===== config.mk =====
export PLATFORM = sky130hd
export DESIGN_NAME = iab_core
export DESIGN_NICKNAME = d
export VERILOG_FILES = /design/src/hdl/iab_pkg.sv /design/src/hdl/iab_core.sv
export SDC_FILE = /design/constraint.sdc
export NUM_CORES = 1
export LEC_CHECK = 0
export ABC_AREA = 1
export BUFFER_PORTS_ARGS = -buffer_cell sky130_fd_sc_hd__buf_2
export CORE_ASPECT_RATIO = 0.75
export CORE_MARGIN = 1
export CORE_UTILIZATION = 45
export CTS_BUF_LIST = sky130_fd_sc_hd__clkbuf_8
export DETAILED_ROUTE_END_ITERATION = 8
export PLACE_DENSITY = 0.75
export REMOVE_ABC_BUFFERS = 1
export SLEW_MARGIN = 20
export SYNTH_ARGS = -nofsm -noshare
export SYNTH_HDL_FRONTEND = slang
export SYNTH_SLANG_ARGS = --single-unit

===== constraint.sdc =====
create_clock -name sys_clk_i -period 3.37 [get_ports sys_clk_i]
set_input_delay 0.8425 -clock sys_clk_i [delete_from_list [all_inputs] [get_ports sys_clk_i]]
set_output_delay 0.8425 -clock sys_clk_i [all_outputs]
set_load 0.05 [all_outputs]

===== src/hdl/iab_pkg.sv =====
// Package with register map, field positions and shared types of the arbitration block.
package iab_pkg;

    // ------------------------------------------------------------------
    // Register offsets (byte addresses)
    // ------------------------------------------------------------------
    localparam logic [3:0] OFS_CTL0 = 4'h0;
    localparam logic [3:0] OFS_STAT0 = 4'h4;
    localparam logic [3:0] OFS_DATA = 4'h8;
    localparam logic [3:0] OFS_IMASK = 4'hC;

    // ------------------------------------------------------------------
    // Field positions
    // ------------------------------------------------------------------
    localparam int CTL_WREL_BIT = 0;
    localparam int CTL_STT_BIT = 1;
    localparam int ST_ALD_BIT = 0;
    localparam int ST_STD_BIT = 1;
    localparam int ST_TRC_BIT = 2;
    localparam int ST_WAIT_BIT = 3;
    localparam int ST_BUSY_BIT = 4;
    localparam int EV_ALD_BIT = 0;
    localparam int EV_BYTE_BIT = 1;
    localparam int EV_STOP_BIT = 2;
    localparam int EV_WIDTH = 3;

    // ------------------------------------------------------------------
    // Reset values and constants
    // ------------------------------------------------------------------
    localparam logic [7:0] DATA_RST = 8'hFF;
    localparam logic [7:0] WAIT_CANCEL_VALUE = 8'hFF;
    localparam logic [3:0] BYTE_BITS = 4'h8;
    localparam logic [EV_WIDTH-1:0] IMASK_RST = 3'h0;
    localparam logic [31:0] RDATA_ZERO = 32'h0000_0000;

    // Sampled bus lines travel together.
    typedef struct packed {
        logic scl;
        logic sda;
    } iab_lines_t;

    typedef enum logic [1:0] {
        IAB_IDLE,
        IAB_MASTER,
        IAB_SLAVE
    } iab_role_t;

endpackage


===== src/hdl/iab_core.sv =====
// Two-wire bus controller core covering arbitration, bus release and wait cancel.
//
// Chosen here: the address map and the Avalon-MM slave port.

// Summary of operation
// Competing masters clock and compare until data differs.
// Start trigger before start detect joins arbitration.
// Loss sets flag and releases both lines.
// Software reads loss flag at next interrupt.
// Writing FFH or wait release ends wait.
// Slave transmitter ends wait by writing data.
// Wait release in slave transmit clears direction.
// Start flags sit at bit 1 of registers.
// Loss when released high data reads low.
module iab_core
    import iab_pkg::*;
(
    // Clock and reset
    input wire logic sys_clk_i,
    input wire logic nrst_i,
    // Avalon-MM slave
    input wire logic [3:0] avs_address_i,
    input wire logic avs_read_i,
    input wire logic avs_write_i,
    input wire logic [31:0] avs_writedata_i,
    output logic [31:0] avs_readdata_o,
    output logic avs_waitrequest_o,
    // Bus lines
    input wire logic bus_clock_line_i,
    output logic bus_clock_line_o,
    output logic bus_clock_line_oe_o,
    input wire logic bus_data_line_i,
    output logic bus_data_line_o,
    output logic bus_data_line_oe_o,
    // Slave-role strobes from the address-match logic
    input wire logic slave_sel_i,
    input wire logic slave_tx_i,
    // Interrupt
    output logic bus_interrupt_request_o
);
    import iab_pkg::*;

    // ------------------------------------------------------------------
    // Input synchronisers
    // ------------------------------------------------------------------
    iab_lines_t sync1, sync2, sync3, lines;
    logic [2:0] sel_sync;

    always_ff @(posedge sys_clk_i or negedge nrst_i) begin
        if (!nrst_i) begin
            sync1 <= '{scl: 1'b1, sda: 1'b1};
            sync2 <= '{scl: 1'b1, sda: 1'b1};
            sync3 <= '{scl: 1'b1, sda: 1'b1};
            lines <= '{scl: 1'b1, sda: 1'b1};
            sel_sync <= 3'h0;
        end else begin
            sync1 <= '{scl: bus_clock_line_i, sda: bus_data_line_i};
            sync2 <= sync1;
            sync3 <= sync2;
            if (sync2.scl == sync3.scl) begin
                lines.scl <= sync3.scl;
            end
            if (sync2.sda == sync3.sda) begin
                lines.sda <= sync3.sda;
            end
            sel_sync <= {sel_sync[1:0], slave_sel_i};
        end
    end

    iab_lines_t prev;
    always_ff @(posedge sys_clk_i or negedge nrst_i) begin
        if (!nrst_i) begin
            prev <= '{scl: 1'b1, sda: 1'b1};
        end else begin
            prev <= lines;
        end
    end

    wire scl_rise = lines.scl && !prev.scl;
    wire scl_fall = !lines.scl && prev.scl;
    wire start_seen = lines.scl && prev.scl && prev.sda && !lines.sda;
    wire stop_seen = lines.scl && prev.scl && !prev.sda && lines.sda;
    wire slave_sel = sel_sync[2];

    // ------------------------------------------------------------------
    // Register access decode
    // ------------------------------------------------------------------
    wire wr_ctl = avs_write_i && (avs_address_i == OFS_CTL0);
    wire wr_stat = avs_write_i && (avs_address_i == OFS_STAT0);
    wire wr_data = avs_write_i && (avs_address_i == OFS_DATA);
    wire wr_mask = avs_write_i && (avs_address_i == OFS_IMASK);
    wire stt_req = wr_ctl && avs_writedata_i[CTL_STT_BIT];
    wire wrel_req = wr_ctl && avs_writedata_i[CTL_WREL_BIT];
    wire cancel_ff = wr_data && (avs_writedata_i[7:0] == WAIT_CANCEL_VALUE);
    wire wait_cancel = wrel_req || wr_data;

    // ------------------------------------------------------------------
    // Bit engine
    // ------------------------------------------------------------------
    iab_role_t role;
    logic [7:0] shreg;
    logic [3:0] bit_cnt;
    logic start_flag, ald_flag, trc_flag, waiting, drive_sda, scl_hold, stt_pend;
    logic [EV_WIDTH-1:0] ev_stat, ev_mask;

    wire lost = (role == IAB_MASTER) && scl_rise && !drive_sda && !lines.sda
                && bit_cnt < BYTE_BITS;
    wire byte_done = (role != IAB_IDLE) && scl_fall && bit_cnt == BYTE_BITS;
    wire [EV_WIDTH-1:0] ev_set = {stop_seen, byte_done, lost};

    always_ff @(posedge sys_clk_i or negedge nrst_i) begin
        if (!nrst_i) begin
            role <= IAB_IDLE;
            shreg <= DATA_RST;
            bit_cnt <= 4'h0;
            start_flag <= 1'b0;
            ald_flag <= 1'b0;
            trc_flag <= 1'b0;
            waiting <= 1'b0;
            drive_sda <= 1'b0;
            scl_hold <= 1'b0;
            stt_pend <= 1'b0;
        end else begin
            if (wr_data) begin
                shreg <= avs_writedata_i[7:0];
            end
            if (start_seen) begin
                start_flag <= 1'b1;
                bit_cnt <= 4'h0;
            end else if (stop_seen) begin
                start_flag <= 1'b0;
                role <= IAB_IDLE;
                scl_hold <= 1'b0;
                drive_sda <= 1'b0;
                waiting <= 1'b0;
            end
            // A trigger taken before the start is seen joins arbitration.
            if (stt_req && !start_flag) begin
                stt_pend <= 1'b1;
                drive_sda <= 1'b1;
                role <= IAB_MASTER;
                trc_flag <= 1'b1;
            end
            if (start_seen && stt_pend) begin
                stt_pend <= 1'b0;
            end
            if (slave_sel && role == IAB_IDLE && start_flag) begin
                role <= IAB_SLAVE;
                trc_flag <= slave_tx_i;
            end
            // Each bit is compared on the high phase until a loser drops out.
            if (lost) begin
                ald_flag <= 1'b1;
                role <= IAB_IDLE;
                drive_sda <= 1'b0;
                scl_hold <= 1'b0;
                trc_flag <= 1'b0;
            end else if (scl_rise && role != IAB_IDLE && bit_cnt < BYTE_BITS) begin
                shreg <= {shreg[6:0], lines.sda};
                bit_cnt <= bit_cnt + 4'h1;
            end else if (scl_fall && role != IAB_IDLE && bit_cnt < BYTE_BITS) begin
                drive_sda <= trc_flag && !shreg[7];
            end
            if (byte_done) begin
                waiting <= 1'b1;
                scl_hold <= 1'b1;
                bit_cnt <= 4'h0;
            end else if (waiting && wait_cancel) begin
                waiting <= 1'b0;
                scl_hold <= 1'b0;
                if (wrel_req && role == IAB_SLAVE) begin
                    trc_flag <= 1'b0;
                end
                if (cancel_ff) begin
                    drive_sda <= 1'b0;
                end
            end
            if (wr_stat && avs_writedata_i[ST_ALD_BIT] && !lost) begin
                ald_flag <= 1'b0;
            end
        end
    end

    // ------------------------------------------------------------------
    // Interrupt status; a new event wins over a clear in the same cycle.
    // ------------------------------------------------------------------
    always_ff @(posedge sys_clk_i or negedge nrst_i) begin
        if (!nrst_i) begin
            ev_stat <= '0;
            ev_mask <= IMASK_RST;
        end else begin
            ev_stat <= (ev_stat & ~({EV_WIDTH{wr_stat}} & avs_writedata_i[8+:EV_WIDTH]))
                       | ev_set;
            if (wr_mask) begin
                ev_mask <= avs_writedata_i[EV_WIDTH-1:0];
            end
        end
    end

    assign bus_interrupt_request_o = |(ev_stat & ev_mask);

    // ------------------------------------------------------------------
    // Line drivers: open drain, enable only while pulling low.
    // ------------------------------------------------------------------
    assign bus_clock_line_o = 1'b0;
    assign bus_clock_line_oe_o = scl_hold;
    assign bus_data_line_o = 1'b0;
    assign bus_data_line_oe_o = drive_sda;

    // ------------------------------------------------------------------
    // Read path, zero-wait single-cycle answer
    // ------------------------------------------------------------------
    logic [31:0] rdata;
    always_comb begin
        rdata = RDATA_ZERO;
        unique case (avs_address_i)
            OFS_CTL0: rdata[CTL_STT_BIT] = stt_pend;
            OFS_STAT0: begin
                rdata[ST_ALD_BIT] = ald_flag;
                rdata[ST_STD_BIT] = start_flag;
                rdata[ST_TRC_BIT] = trc_flag;
                rdata[ST_WAIT_BIT] = waiting;
                rdata[ST_BUSY_BIT] = role != IAB_IDLE;
                rdata[8+:EV_WIDTH] = ev_stat;
            end
            OFS_DATA: rdata[7:0] = shreg;
            OFS_IMASK: rdata[EV_WIDTH-1:0] = ev_mask;
            default: rdata = RDATA_ZERO;
        endcase
    end

    assign avs_readdata_o = rdata;
    assign avs_waitrequest_o = 1'b0;

endmodule // iab_core


# Word-level counts from Yosys, hierarchy flattened
# Cells that the tools add are included.
# op_classes
addsub,1
eq_ne,12
n_bitwise,5
order_cmp,1
mux,45
n_reduce_logical,54
# ops
op,count
1-bit logical AND,32
1-bit 2-to-1 mux,27
8-bit 2-to-1 mux,3
4-bit 2-to-1 mux,4
4-bit == test (second input constant),3
2-bit 2-to-1 mux,5
3-bit bitwise AND,3
8-bit == test (second input constant),1
1-bit zero test,8
4-bit by 1-bit inequality test with 1-bit output (second input constant),2
2-bit nonzero test,4
4-bit nonzero test,2
3-bit 2-to-1 mux,2
1-bit case mux with 3 select lines,2
2-bit AND reduction,3
4-bit by 1-bit adder with 4-bit output (second input constant),1
4-bit by 3-bit == test with 1-bit output (second input constant),1
4-bit zero test,1
4-bit less-than comparator (second input constant),1
1-bit case mux with 4 select lines,1
2-bit case mux with 2 select lines,1
3-bit by 1-bit inequality test with 1-bit output (second input constant),1
3-bit NOT,1
3-bit OR,1
other kinds (7),8
# word_totals
in_bits,44
word_cells,141
out_inout_bits,38
ff_bits,40

# Logic depth before layout (Yosys ltp)
# Gate-level depths: netlist of run 1.
# depth
word_depth,12
mapped_depth,8
depth_no_buf,8

# Least setup slack after synthesis of run 1
# No wires, ideal clock.
# synth_timing
kind,input to output
from,input port avs_address_i[1]
to,output port avs_readdata_o[3]
arrival_ns,2.264
slack_ns,0.264
cell_stages,3
required_ns,2.528
cell_sequence,nor2_4 > nand2_1 > o21ai_0
# synth_between
elab_chain_len,2
# synth_lines
item,line,rtl
"start, declared",iab_core.sv:22,"input wire logic [3:0] avs_address_i,"
4-bit == test or 4-bit by 3-bit == test with 1-bit output (tied branches),iab_core.sv:216,unique case (avs_address_i)
2-bit case mux with 2 select lines (*),iab_core.sv:216,
"end, declared",iab_core.sv:26,"output logic [31:0] avs_readdata_o,"
# Every way passes the cells marked *; elsewhere a longest branch is shown, timed or not.

# Final worst setup path of run 1
# Same ends and word-level chain as after synthesis.

==> flow_metrics.py, run 1 <==
metrics = {
    "sta": {
        "finalWorstSetupSlack_ps": 490,
        "period_share": 0.855,
        "setup_violations": 0,
        "holdWs_ps": 358,
        "slew-limit-headroom": 0.417,
        "fin_tns_setup_ps": 0,
        "tightestPinTransition_ps": 875,
        "unrepaired_setup_endpoints_after_global_routing": "false",
        "timing_max_transition_violations_final": 0,
        "clock-skew-final_ps": 5.73,
        "fmax_mhz": 347,
        "period_minus_slack_ps": 2880,
        "report.final.hold_viol_count": 0,
    },
    "placement": {
        "placement.setup.worst_slack_ps": 510,
        "routabilityCongestion": 0.786,
        "placement.cell_area_um2": 2370,
        "number_of_port_buffers": 35,
        "detailed_place_hpwl_mm": 3.34,
    },
    "setup_path": {
        "worst_path_max_delay_cell": "sky130_fd_sc_hd__buf_2",
        "worstPathArrival_ps": 2040,
        "crit_path_max_fanout": 8,
        "critical_path_class": "input pin to output pin",
        "setup.worst_path.end_class": "output pin",
        "cp_common_cell": "sky130_fd_sc_hd__buf_2",
        "timing.critical_path.required_ps": 2530,
        "cp_slowest_stage_delay_ps": 290,
        "timing.critical_path.cells": "buf_2 -> nor2_4 -> nand3_2 -> inv_1 -> nand2_1 -> o21ai_0 -> buf_2",
        "critPathLaunchType": "input pin",
    },
    "synthesis": {
        "synthArstFlopShare": 1.00,
        "dominantRegCellSynth": "sky130_fd_sc_hd__dfrtp_1",
        "synth_most_common_cell": "sky130_fd_sc_hd__nand2_1",
        "netlist_top_cells_count": "82 x sky130_fd_sc_hd__nand2_1, 32 x sky130_fd_sc_hd__inv_1, 25 x sky130_fd_sc_hd__nor2_1, 24 x sky130_fd_sc_hd__buf_4, 22 x sky130_fd_sc_hd__dfrtp_1",
        "synth_warnings": 0,
        "unique_masters_post_synth": 31,
        "fraction_of_synthesized_cell_area_taken_by_the_top_area_cell_type": 0.246,
        "synth_top_area_cell": "sky130_fd_sc_hd__dfrtp_1",
        "netlist_area_um2": 2230,
        "synth.ff_latch_count": 40,
        "netlist_instances": 270,
        "fraction_of_the_yosys_area_taken_by_sequential_cells": 0.458,
        "yosys-top-cells-area": "sky130_fd_sc_hd__dfrtp_1 25%, sky130_fd_sc_hd__dfstp_2 21%, sky130_fd_sc_hd__nand2_1 14%",
        "synth.avg_cell_area_um2": 8.28,
        "synth-edff-count": 0,
    },
    "hold_path": {
        "worst_hold_path_type": "flip-flop to flip-flop",
    },
    "global_route": {
        "grt_antenna_before_repair": 0,
        "grt_pass1_vias": 1597,
        "track_usage": 0.182,
        "grt_max_degree": 41,
        "grt_first_pass_wirelength_mm": 7.49,
        "overflow_after_grt": 0,
    },
    "floorplanning": {
        "ioPinCount": 82,
        "core_area_um2": 4620,
        "dieArea_um2": 5250,
        "die_h_um": 63.0,
        "initial_utilization": 0.483,
        "row_count": 21,
        "chipWidth_um": 83.4,
    },
    "final_layout": {
        "final_layout_size_suffix_gt1_frac": 0.272,
        "num_antenna_cells": 0,
        "finish.instance_area_um2": 2490,
        "fillers": 443,
        "final_net_count": 354,
        "syn2layout_area_growth_pct": 11.3,
    },
    "routing": {
        "detail_route.wirelength_mm": 4.43,
        "first_pass_iters": 4,
        "drt_iter0_markers": 162,
        "drc": 0,
        "via_total_after_detailed_routing": 1749,
        "routed_via_density": 4.78,
        "final_antenna_net_count": 0,
        "routed_wire_length_per_instance_um": 12.1,
    },
    "clock_network": {
        "tritoncts_num_sinks": 40,
        "clockRootBuffer": "sky130_fd_sc_hd__clkbuf_8",
        "clkLatencyLatePin_ps": 290,
        "postCtsResizedCells": 0,
        "cts_inserted_buffers": 5,
        "clkSlewWorstSetupHoldPaths_ps": 80,
        "cts_setup_buffers": 0,
        "ctsLongestPathBuffers": 2,
        "tritoncts": "built",
        "hold_buffers": 0,
        "cts_htree_levels": 2,
    },
    "outcome": {
        "run_status": "complete, no violations",
    },
    "pwr": {
        "power_density_nw_per_um2": 720,
        "power.static_leakage_nw": 1.38,
        "power.ir.vdd_worst_uv": 393,
    },
    "flow_run": {
        "maxCapViolCount": 0,
    },
}
==> cell type report <==
cell class                 instances  area [um2]  share of cell area
sequential                        40        1020               0.411
multi-input combinational        190         961               0.386
timing repair buffer              35         175              0.0704
inverter                          36         135              0.0543
clock buffer                       6        82.6              0.0332
tap                               57        71.3              0.0287
clock inverter                     2        38.8              0.0156
==> where the power goes <==
group | internal (mW) | switching, mW
registers | 0.660 | 0.109
logic | 0.195 | 0.413
clock network | 0.242 | 0.172
==> metal layers <==
| metal | vias up | global-route usage | part of all wire |
|---|---|---|---|
| met4 | 0 | 0.0733 | 0.013 |
| met1 | 800 | 0.263 | 0.48 |
| met3 | 6 | 0.0410 | 0.070 |
| met2 | 68 | 0.262 | 0.43 |
| li1 | 875 | - | - |
| met5 | - | 0 | 0 |
==> stage by stage <==
step / instances / total power, mW / utilization
finish: 366 / 1.79 / 0.538
global route: 366 / 1.91 / 0.538
CTS: 366 / 1.80 / 0.538
detailed placement: 358 / 1.39 / 0.512
global placement: 358 / 1.36 / 0.512
floorplan: 266 / 1.24 / -
==> path summary, 6_finish.rpt <==
kind                                           start                               to  slack [ps]  cells past startpoint
min in group asynchronous                     nrst_i  bus_clock_line_oe_o$_DFFE_PN0P_         660                      1
worst max-delay path                avs_address_i[1]                avs_readdata_o[3]         490                      7
worst min-delay path              sync1[1]$_DFF_PN1_               sync2[1]$_DFF_PN1_         360                      0
worst min register to register    sync1[1]$_DFF_PN1_               sync2[1]$_DFF_PN1_         360                      0
worst max register to register  lines[1]$_DFFE_PN1N_               shreg[4]$_DFF_PN1_        1880                      6
max in group asynchronous                     nrst_i            sel_sync[1]$_DFF_PN0_        2160                      1
==> sequential cells by signal, indices dropped and copies added (netlist names), 2 cells and up <==
name and flops:
shreg 8, bit_cnt 4, ev_mask 3, ev_stat 3, sel_sync 3, lines 2
prev 2, role 2, sync1 2, sync2 2, sync3 2
==> cells in the final DEF (no fill, tap or decap), types with 3 or more instances in the layout <==
cell type,n
sky130_fd_sc_hd__buf_2,35
sky130_fd_sc_hd__clkbuf_8,6
sky130_fd_sc_hd__conb_1,24
sky130_fd_sc_hd__dfrtp_1,22
sky130_fd_sc_hd__dfstp_2,18
sky130_fd_sc_hd__inv_1,32
sky130_fd_sc_hd__inv_2,4
sky130_fd_sc_hd__nand2_1,82
sky130_fd_sc_hd__nand3_1,17
sky130_fd_sc_hd__nor2_1,25
sky130_fd_sc_hd__o211ai_1,3
sky130_fd_sc_hd__o211ai_2,8
sky130_fd_sc_hd__o21ai_0,7
==> cell families (layout without fill, tap and decap cells) <==
family	count (synthesis)	after routing	share of synthesized area
fa+ha+maj	4	4	0.0202
other cells	1	24	0.00168
buf+inv	63	79	0.151
simple gates	139	139	0.281
compound gates	22	22	0.0846
xor+xnor	1	1	0.00392
flops	40	40	0.458
==> critical path, delay by kind of cell <==
kind                   cells  cell delay (ps)
AND/OR/NAND/NOR            3              470
AO/OA/AOI/OAI              1               90
buffers and inverters      3              610
Power figures use the tool's default switching activity.
==> inputs of run 2 (changes only) <==
- CTS_CLUSTER_SIZE: unset -> 20
- PLACE_DENSITY: 0.75 -> 0.78
==> run 2 against run 1 <==
Compared with the run above: via count grew 1.8%; sequential share of layout area rose by 0.10 points; clock power is 4% lower; combinational power barely moved; flip-flop and latch count did not move; die area unchanged; total power down 0.55%; worst setup slack gained 10 ps; critical endpoint unchanged.
==> flow_metrics.py, run 2 (synthesized netlist as in run 1, its figures left out) <==
metrics = {
    "setup_path": {
        "timing.critical_path.required_ps": 2530,
        "timing.critical_path.max_delay_family": "buffers and inverters",
        "cp_common_cell": "sky130_fd_sc_hd__buf_2",
        "worst_path_max_delay_cell": "sky130_fd_sc_hd__buf_2",
        "cp_num_buf_inv": 3,
        "critPathLaunchType": "input pin",
        "timing.critical_path.cells": "buf_2 -> nor2_4 -> nand3_2 -> inv_1 -> nand2_1 -> o21ai_0 -> buf_2",
        "crit_path_max_fanout": 8,
        "setup.worst_path.end_class": "output pin",
        "cp_slowest_stage_delay_ps": 280,
        "critical_path_class": "input pin to output pin",
        "worstPathArrival_ps": 2030,
    },
    "routing": {
        "first_pass_iters": 4,
        "routed-wl-met3_um": 260,
        "met2_wirelength_mm": 1.92,
        "drc": 0,
        "dr.max_layer_used": "met4",
        "detail_route.wirelength_mm": 4.31,
        "via_total_after_detailed_routing": 1780,
        "met1_length_mm": 2.09,
        "drt_iter0_markers": 111,
        "final_antenna_net_count": 0,
        "routed_wire_length_per_instance_um": 11.8,
        "routed_via_density": 4.86,
    },
    "global_route": {
        "grt_antenna_before_repair": 0,
        "track_usage": 0.175,
        "grt_first_pass_wirelength_mm": 7.22,
        "grt_max_degree": 41,
        "grt_pass1_vias": 1587,
        "overflow_after_grt": 0,
    },
    "sta": {
        "unrepaired_setup_endpoints_after_global_routing": "false",
        "fin_tns_setup_ps": 0,
        "fmax_mhz": 348,
        "report.final.hold_viol_count": 0,
        "period_minus_slack_ps": 2870,
        "period_share": 0.851,
        "slew-limit-headroom": 0.437,
        "clock-skew-final_ps": 5.59,
        "tightestPinTransition_ps": 845,
        "timing_max_transition_violations_final": 0,
        "holdWs_ps": 353,
        "setup_violations": 0,
    },
    "final_layout": {
        "syn2layout_area_growth_pct": 11.0,
        "registers.top_by_ff_count": "shreg",
        "final_cell_mix": "82 x sky130_fd_sc_hd__nand2_1, 35 x sky130_fd_sc_hd__buf_2, 32 x sky130_fd_sc_hd__inv_1",
        "final_layout_size_suffix_gt1_frac": 0.272,
        "largest_reg_flops": 8,
        "largest_registers": "shreg x8, bit_cnt x4",
        "final_net_count": 354,
        "num_antenna_cells": 0,
        "final_common_cell": "sky130_fd_sc_hd__nand2_1",
    },
    "outcome": {
        "run_status": "complete, no violations",
    },
    "clock_network": {
        "clkSlewWorstSetupHoldPaths_ps": 80,
        "hold_buffers": 0,
        "cts_setup_buffers": 0,
        "cts_inserted_buffers": 5,
        "ctsLongestPathBuffers": 2,
        "postCtsResizedCells": 0,
        "tritoncts_num_sinks": 40,
        "cts_htree_levels": 2,
        "tritoncts": "built",
        "clockRootBuffer": "sky130_fd_sc_hd__clkbuf_8",
        "clkLatencyLatePin_ps": 290,
    },
    "placement": {
        "number_of_port_buffers": 35,
        "routabilityCongestion": 0.817,
        "detailed_place_hpwl_mm": 3.31,
    },
    "pwr": {
        "power.static_leakage_nw": 1.37,
        "net-switching-power_mw": 0.702,
        "share_comb_of_total_power": 0.341,
        "sw_share": 0.394,
        "power_density_nw_per_um2": 718,
        "internal_power_mw": 1.08,
        "power.ir.vdd_worst_uv": 435,
        "clock_power_share": 0.224,
        "post-layout-total-power_mw": 1.78,
        "seq_power_share": 0.435,
    },
    "floorplanning": {
        "ioPinCount": 82,
        "dieArea_um2": 5250,
        "chipWidth_um": 83.4,
        "row_count": 21,
        "core_area_um2": 4620,
        "die_h_um": 63.0,
        "initial_utilization": 0.483,
    },
    "flow_run": {
        "maxCapViolCount": 0,
    },
    "hold_path": {
        "worst_hold_path_type": "flip-flop to flip-flop",
    },
}
## run 2: cell types whose count changed in the layout (fill, tap and decap cells not counted)
cell / previous run / this run
sky130_fd_sc_hd__clkbuf_8: 6 / 5
sky130_fd_sc_hd__clkinvlp_4: 0 / 1
sky130_fd_sc_hd__clkinv_4: 1 / 0
sky130_fd_sc_hd__inv_6: 0 / 1
## run 2: power by group through the flow
stage | registers, mW | clock network [mW] | logic [mW]
6_report | 0.775 | 0.399 | 0.608
5_1_grt | 0.793 | 0.427 | 0.685
4_1_cts | 0.775 | 0.404 | 0.612
3_5_place_dp | 0.784 | 0 | 0.605
3_3_place_gp | 0.774 | 0 | 0.588
2_1_floorplan | 0.788 | 0 | 0.453
## run 2: worst reg2reg max path: stages, from the launching register on
cell	delay, ps
sky130_fd_sc_hd__dfstp_2	580
sky130_fd_sc_hd__nand2_2	100
sky130_fd_sc_hd__nor3_4	270
sky130_fd_sc_hd__nand2_4	210
sky130_fd_sc_hd__inv_2	170
sky130_fd_sc_hd__nand2_1	70
sky130_fd_sc_hd__nand2_1	70
## run 2: area by class of cell
class                           count  area (um2)
Fill cell                         424        2140
Sequential cell                    40        1020
Multi-Input combinational cell    190         961
Timing Repair Buffer               35         175
Inverter                           36         135
Tap cell                           57        71.3
Clock buffer                        5        68.8
Clock inverter                      3        46.3
## run 2: worst paths after layout
check	from	to	slack, ps	cells past startpoint
worst min register to register	sel_sync[1]$_DFF_PN0_	sel_sync[2]$_DFF_PN0_	350	0
min in group asynchronous	nrst_i	ev_stat[0]$_DFF_PN0_	650	1
worst max register to register	lines[1]$_DFFE_PN1N_	shreg[3]$_DFF_PN1_	1840	6
worst min-delay path	sel_sync[1]$_DFF_PN0_	sel_sync[2]$_DFF_PN0_	350	0
worst max-delay path	avs_address_i[1]	avs_readdata_o[3]	500	7
max in group asynchronous	nrst_i	sel_sync[1]$_DFF_PN0_	2180	1
## run 2: per-layer routing
layer  global-route usage  up-vias
met5                    0        -
met4               0.0431        0
met3               0.0410        6
met2                0.267       63
met1                0.250      838
li1                     -      873
## run 2: metrics by stage
step	util	instances	setup slack (ps)	area, um2
floorplan	-	266	264	2120
global placement	0.512	358	533	2370
detailed placement	0.512	358	523	2370
CTS	0.537	366	520	2480
global route	0.537	366	396	2480
finish	0.537	366	501	2480
==> inputs of run 3 (changes only) <==
- CORE_UTILIZATION: 45 -> 40
- PLACE_DENSITY: 0.78 -> 0.71
==> run 3 against run 2 <==
Compared with the run above: cell count rose by 4.9%; total power is 0.16% lower; critical path depth unchanged; die area rose by 12%; non-clock buffer count unchanged; first-iteration DRC count is 31% lower; largest power group unchanged.
==> flow_metrics.py, run 3 (synthesized netlist as in run 1, its figures left out) <==
metrics = {
    "final_layout": {
        "num_antenna_cells": 0,
        "final-instance-count-excl-fill": 384,
        "syn2layout_area_growth_pct": 12.0,
        "seq_area_um2": 1020,
        "final_net_count": 354,
        "fillers": 533,
        "final_layout_size_suffix_gt1_frac": 0.272,
        "largest_registers": "shreg x8, bit_cnt x4",
        "final_common_cell": "sky130_fd_sc_hd__nand2_1",
        "largest_reg_flops": 8,
        "multi_input_comb_area_um2": 961,
        "final_cell_mix": "82 x sky130_fd_sc_hd__nand2_1, 35 x sky130_fd_sc_hd__buf_2, 32 x sky130_fd_sc_hd__inv_1",
        "registers.top_by_ff_count": "shreg",
    },
    "global_route": {
        "globalRouteMet2Util": 0.238,
        "grt_pass1_vias": 1471,
        "overflow_after_grt": 0,
        "track_usage": 0.153,
        "m1_gr_usage": 0.208,
        "grt_antenna_before_repair": 0,
        "grt_max_degree": 41,
        "grt_first_pass_wirelength_mm": 6.67,
        "grt_util_met3": 0.0372,
        "busiest_layer": "met2",
    },
    "placement": {
        "detailed_place_hpwl_mm": 3.27,
        "routabilityCongestion": 0.796,
        "number_of_port_buffers": 35,
        "placed_cells": 376,
    },
    "clock_network": {
        "cts_inserted_buffers": 5,
        "hold_buffers": 0,
        "cts_setup_buffers": 0,
        "clkLatencyLatePin_ps": 290,
        "postCtsResizedCells": 0,
        "tritoncts_num_sinks": 40,
        "ctsLongestPathBuffers": 2,
        "clkSlewWorstSetupHoldPaths_ps": 80,
        "cts_htree_levels": 2,
        "tritoncts": "built",
        "clockRootBuffer": "sky130_fd_sc_hd__clkbuf_8",
    },
    "pwr": {
        "power.static_leakage_nw": 1.37,
        "power_density_nw_per_um2": 711,
        "post-layout-total-power_mw": 1.78,
        "power.ir.vdd_worst_uv": 247,
    },
    "setup_path": {
        "timing.critical_path.cells": "buf_2 -> nor2_4 -> nand3_2 -> inv_1 -> nand2_1 -> o21ai_0 -> buf_2",
        "critPathLaunchType": "input pin",
        "cp_common_cell": "sky130_fd_sc_hd__buf_2",
        "critical_path_class": "input pin to output pin",
        "setup.worst_path.end_class": "output pin",
        "worstPathArrival_ps": 2060,
        "crit_path_max_fanout": 8,
        "timing.critical_path.required_ps": 2530,
        "cp_slowest_stage_delay_ps": 280,
        "timing.critical_path.max_delay_family": "buffers and inverters",
        "worst_path_max_delay_cell": "sky130_fd_sc_hd__buf_2",
        "cp_num_buf_inv": 3,
    },
    "floorplanning": {
        "dieArea_um2": 5890,
        "initial_utilization": 0.417,
        "row_count": 23,
        "core_area_um2": 5350,
        "die_h_um": 66.7,
        "chipWidth_um": 88.3,
        "ioPinCount": 82,
    },
    "sta": {
        "period_share": 0.862,
        "period_minus_slack_ps": 2910,
        "fin_tns_setup_ps": 0,
        "slew-limit-headroom": 0.416,
        "clock-skew-final_ps": 2.84,
        "setup_violations": 0,
        "report.final.hold_viol_count": 0,
        "fmax_mhz": 344,
        "timing_max_transition_violations_final": 0,
        "tightestPinTransition_ps": 876,
        "unrepaired_setup_endpoints_after_global_routing": "false",
    },
    "routing": {
        "drt_iter0_markers": 77,
        "drc": 0,
        "first_pass_iters": 6,
        "final_antenna_net_count": 0,
        "routed_via_density": 4.51,
        "via_total_after_detailed_routing": 1731,
        "detail_route.wirelength_mm": 4.36,
        "routed_wire_length_per_instance_um": 11.3,
    },
    "outcome": {
        "run_status": "complete, no violations",
    },
    "flow_run": {
        "maxCapViolCount": 0,
    },
    "hold_path": {
        "worst_hold_path_type": "flip-flop to flip-flop",
    },
}
-- run 3: cell counts in the layout (fill, tap and decap cells not counted) --
Identical to the previous run, type by type.
-- run 3: cell type report --
| class | count | area share |
|---|---|---|
| inverters | 36 | 0.0540 |
| well taps | 75 | 0.0375 |
| multi-input cells | 190 | 0.384 |
| clock buffers | 5 | 0.0275 |
| clock inverters | 3 | 0.0185 |
| flip-flops and latches | 40 | 0.409 |
| repair buffers | 35 | 0.0700 |
-- run 3: power breakdown --
group,leakage (nW),internal [mW],switching (mW),total [mW]
registers,0.457,0.661,0.112,0.773
clock network,0.0548,0.223,0.181,0.405
logic,0.860,0.195,0.407,0.602
total,1.37,1.08,0.701,1.78
-- run 3: worst paths after layout --
| path | slack, ps | cells after the start | end | start |
|---|---|---|---|---|
| min | 350 | 0 | sel_sync[1]$_DFF_PN0_ | sel_sync[0]$_DFF_PN0_ |
| max reg2reg | 1890 | 6 | shreg[2]$_DFF_PN1_ | lines[1]$_DFFE_PN1N_ |
| min in group asynchronous | 660 | 1 | sel_sync[2]$_DFF_PN0_ | nrst_i |
| min reg2reg | 350 | 0 | sel_sync[1]$_DFF_PN0_ | sel_sync[0]$_DFF_PN0_ |
| max | 460 | 7 | avs_readdata_o[3] | avs_address_i[1] |
| max in group asynchronous | 2160 | 1 | bit_cnt[3]$_DFF_PN0_ | nrst_i |
-- run 3: worst reg2reg max path, stage by stage, from the launching register on --
cell and delay (ps):
sky130_fd_sc_hd__dfstp_2 580, sky130_fd_sc_hd__nand2_2 100, sky130_fd_sc_hd__nor3_4 240, sky130_fd_sc_hd__nand2_4 200, sky130_fd_sc_hd__inv_2 170, sky130_fd_sc_hd__nand2_1 70, sky130_fd_sc_hd__nand2_1 70
-- run 3: metrics by stage --
step,instance area [um2],hold WS [ps],setup WS (ps),utilization
after floorplan,2120,331,264,-
after global placement,2390,333,490,0.446
after detailed placement,2390,335,481,0.446
after CTS,2500,354,477,0.468
after global routing,2500,365,368,0.468
final,2500,353,464,0.468
-- run 3: metal layers --
| layer | up-vias | part of all wire | wire, um |
|---|---|---|---|
| li1 | 875 | - | - |
| met1 | 802 | 0.49 | 2150 |
| met2 | 49 | 0.44 | 1920 |
| met3 | 5 | 0.057 | 249 |
| met4 | 0 | 0.0087 | 38 |
| met5 | - | 0 | 0 |
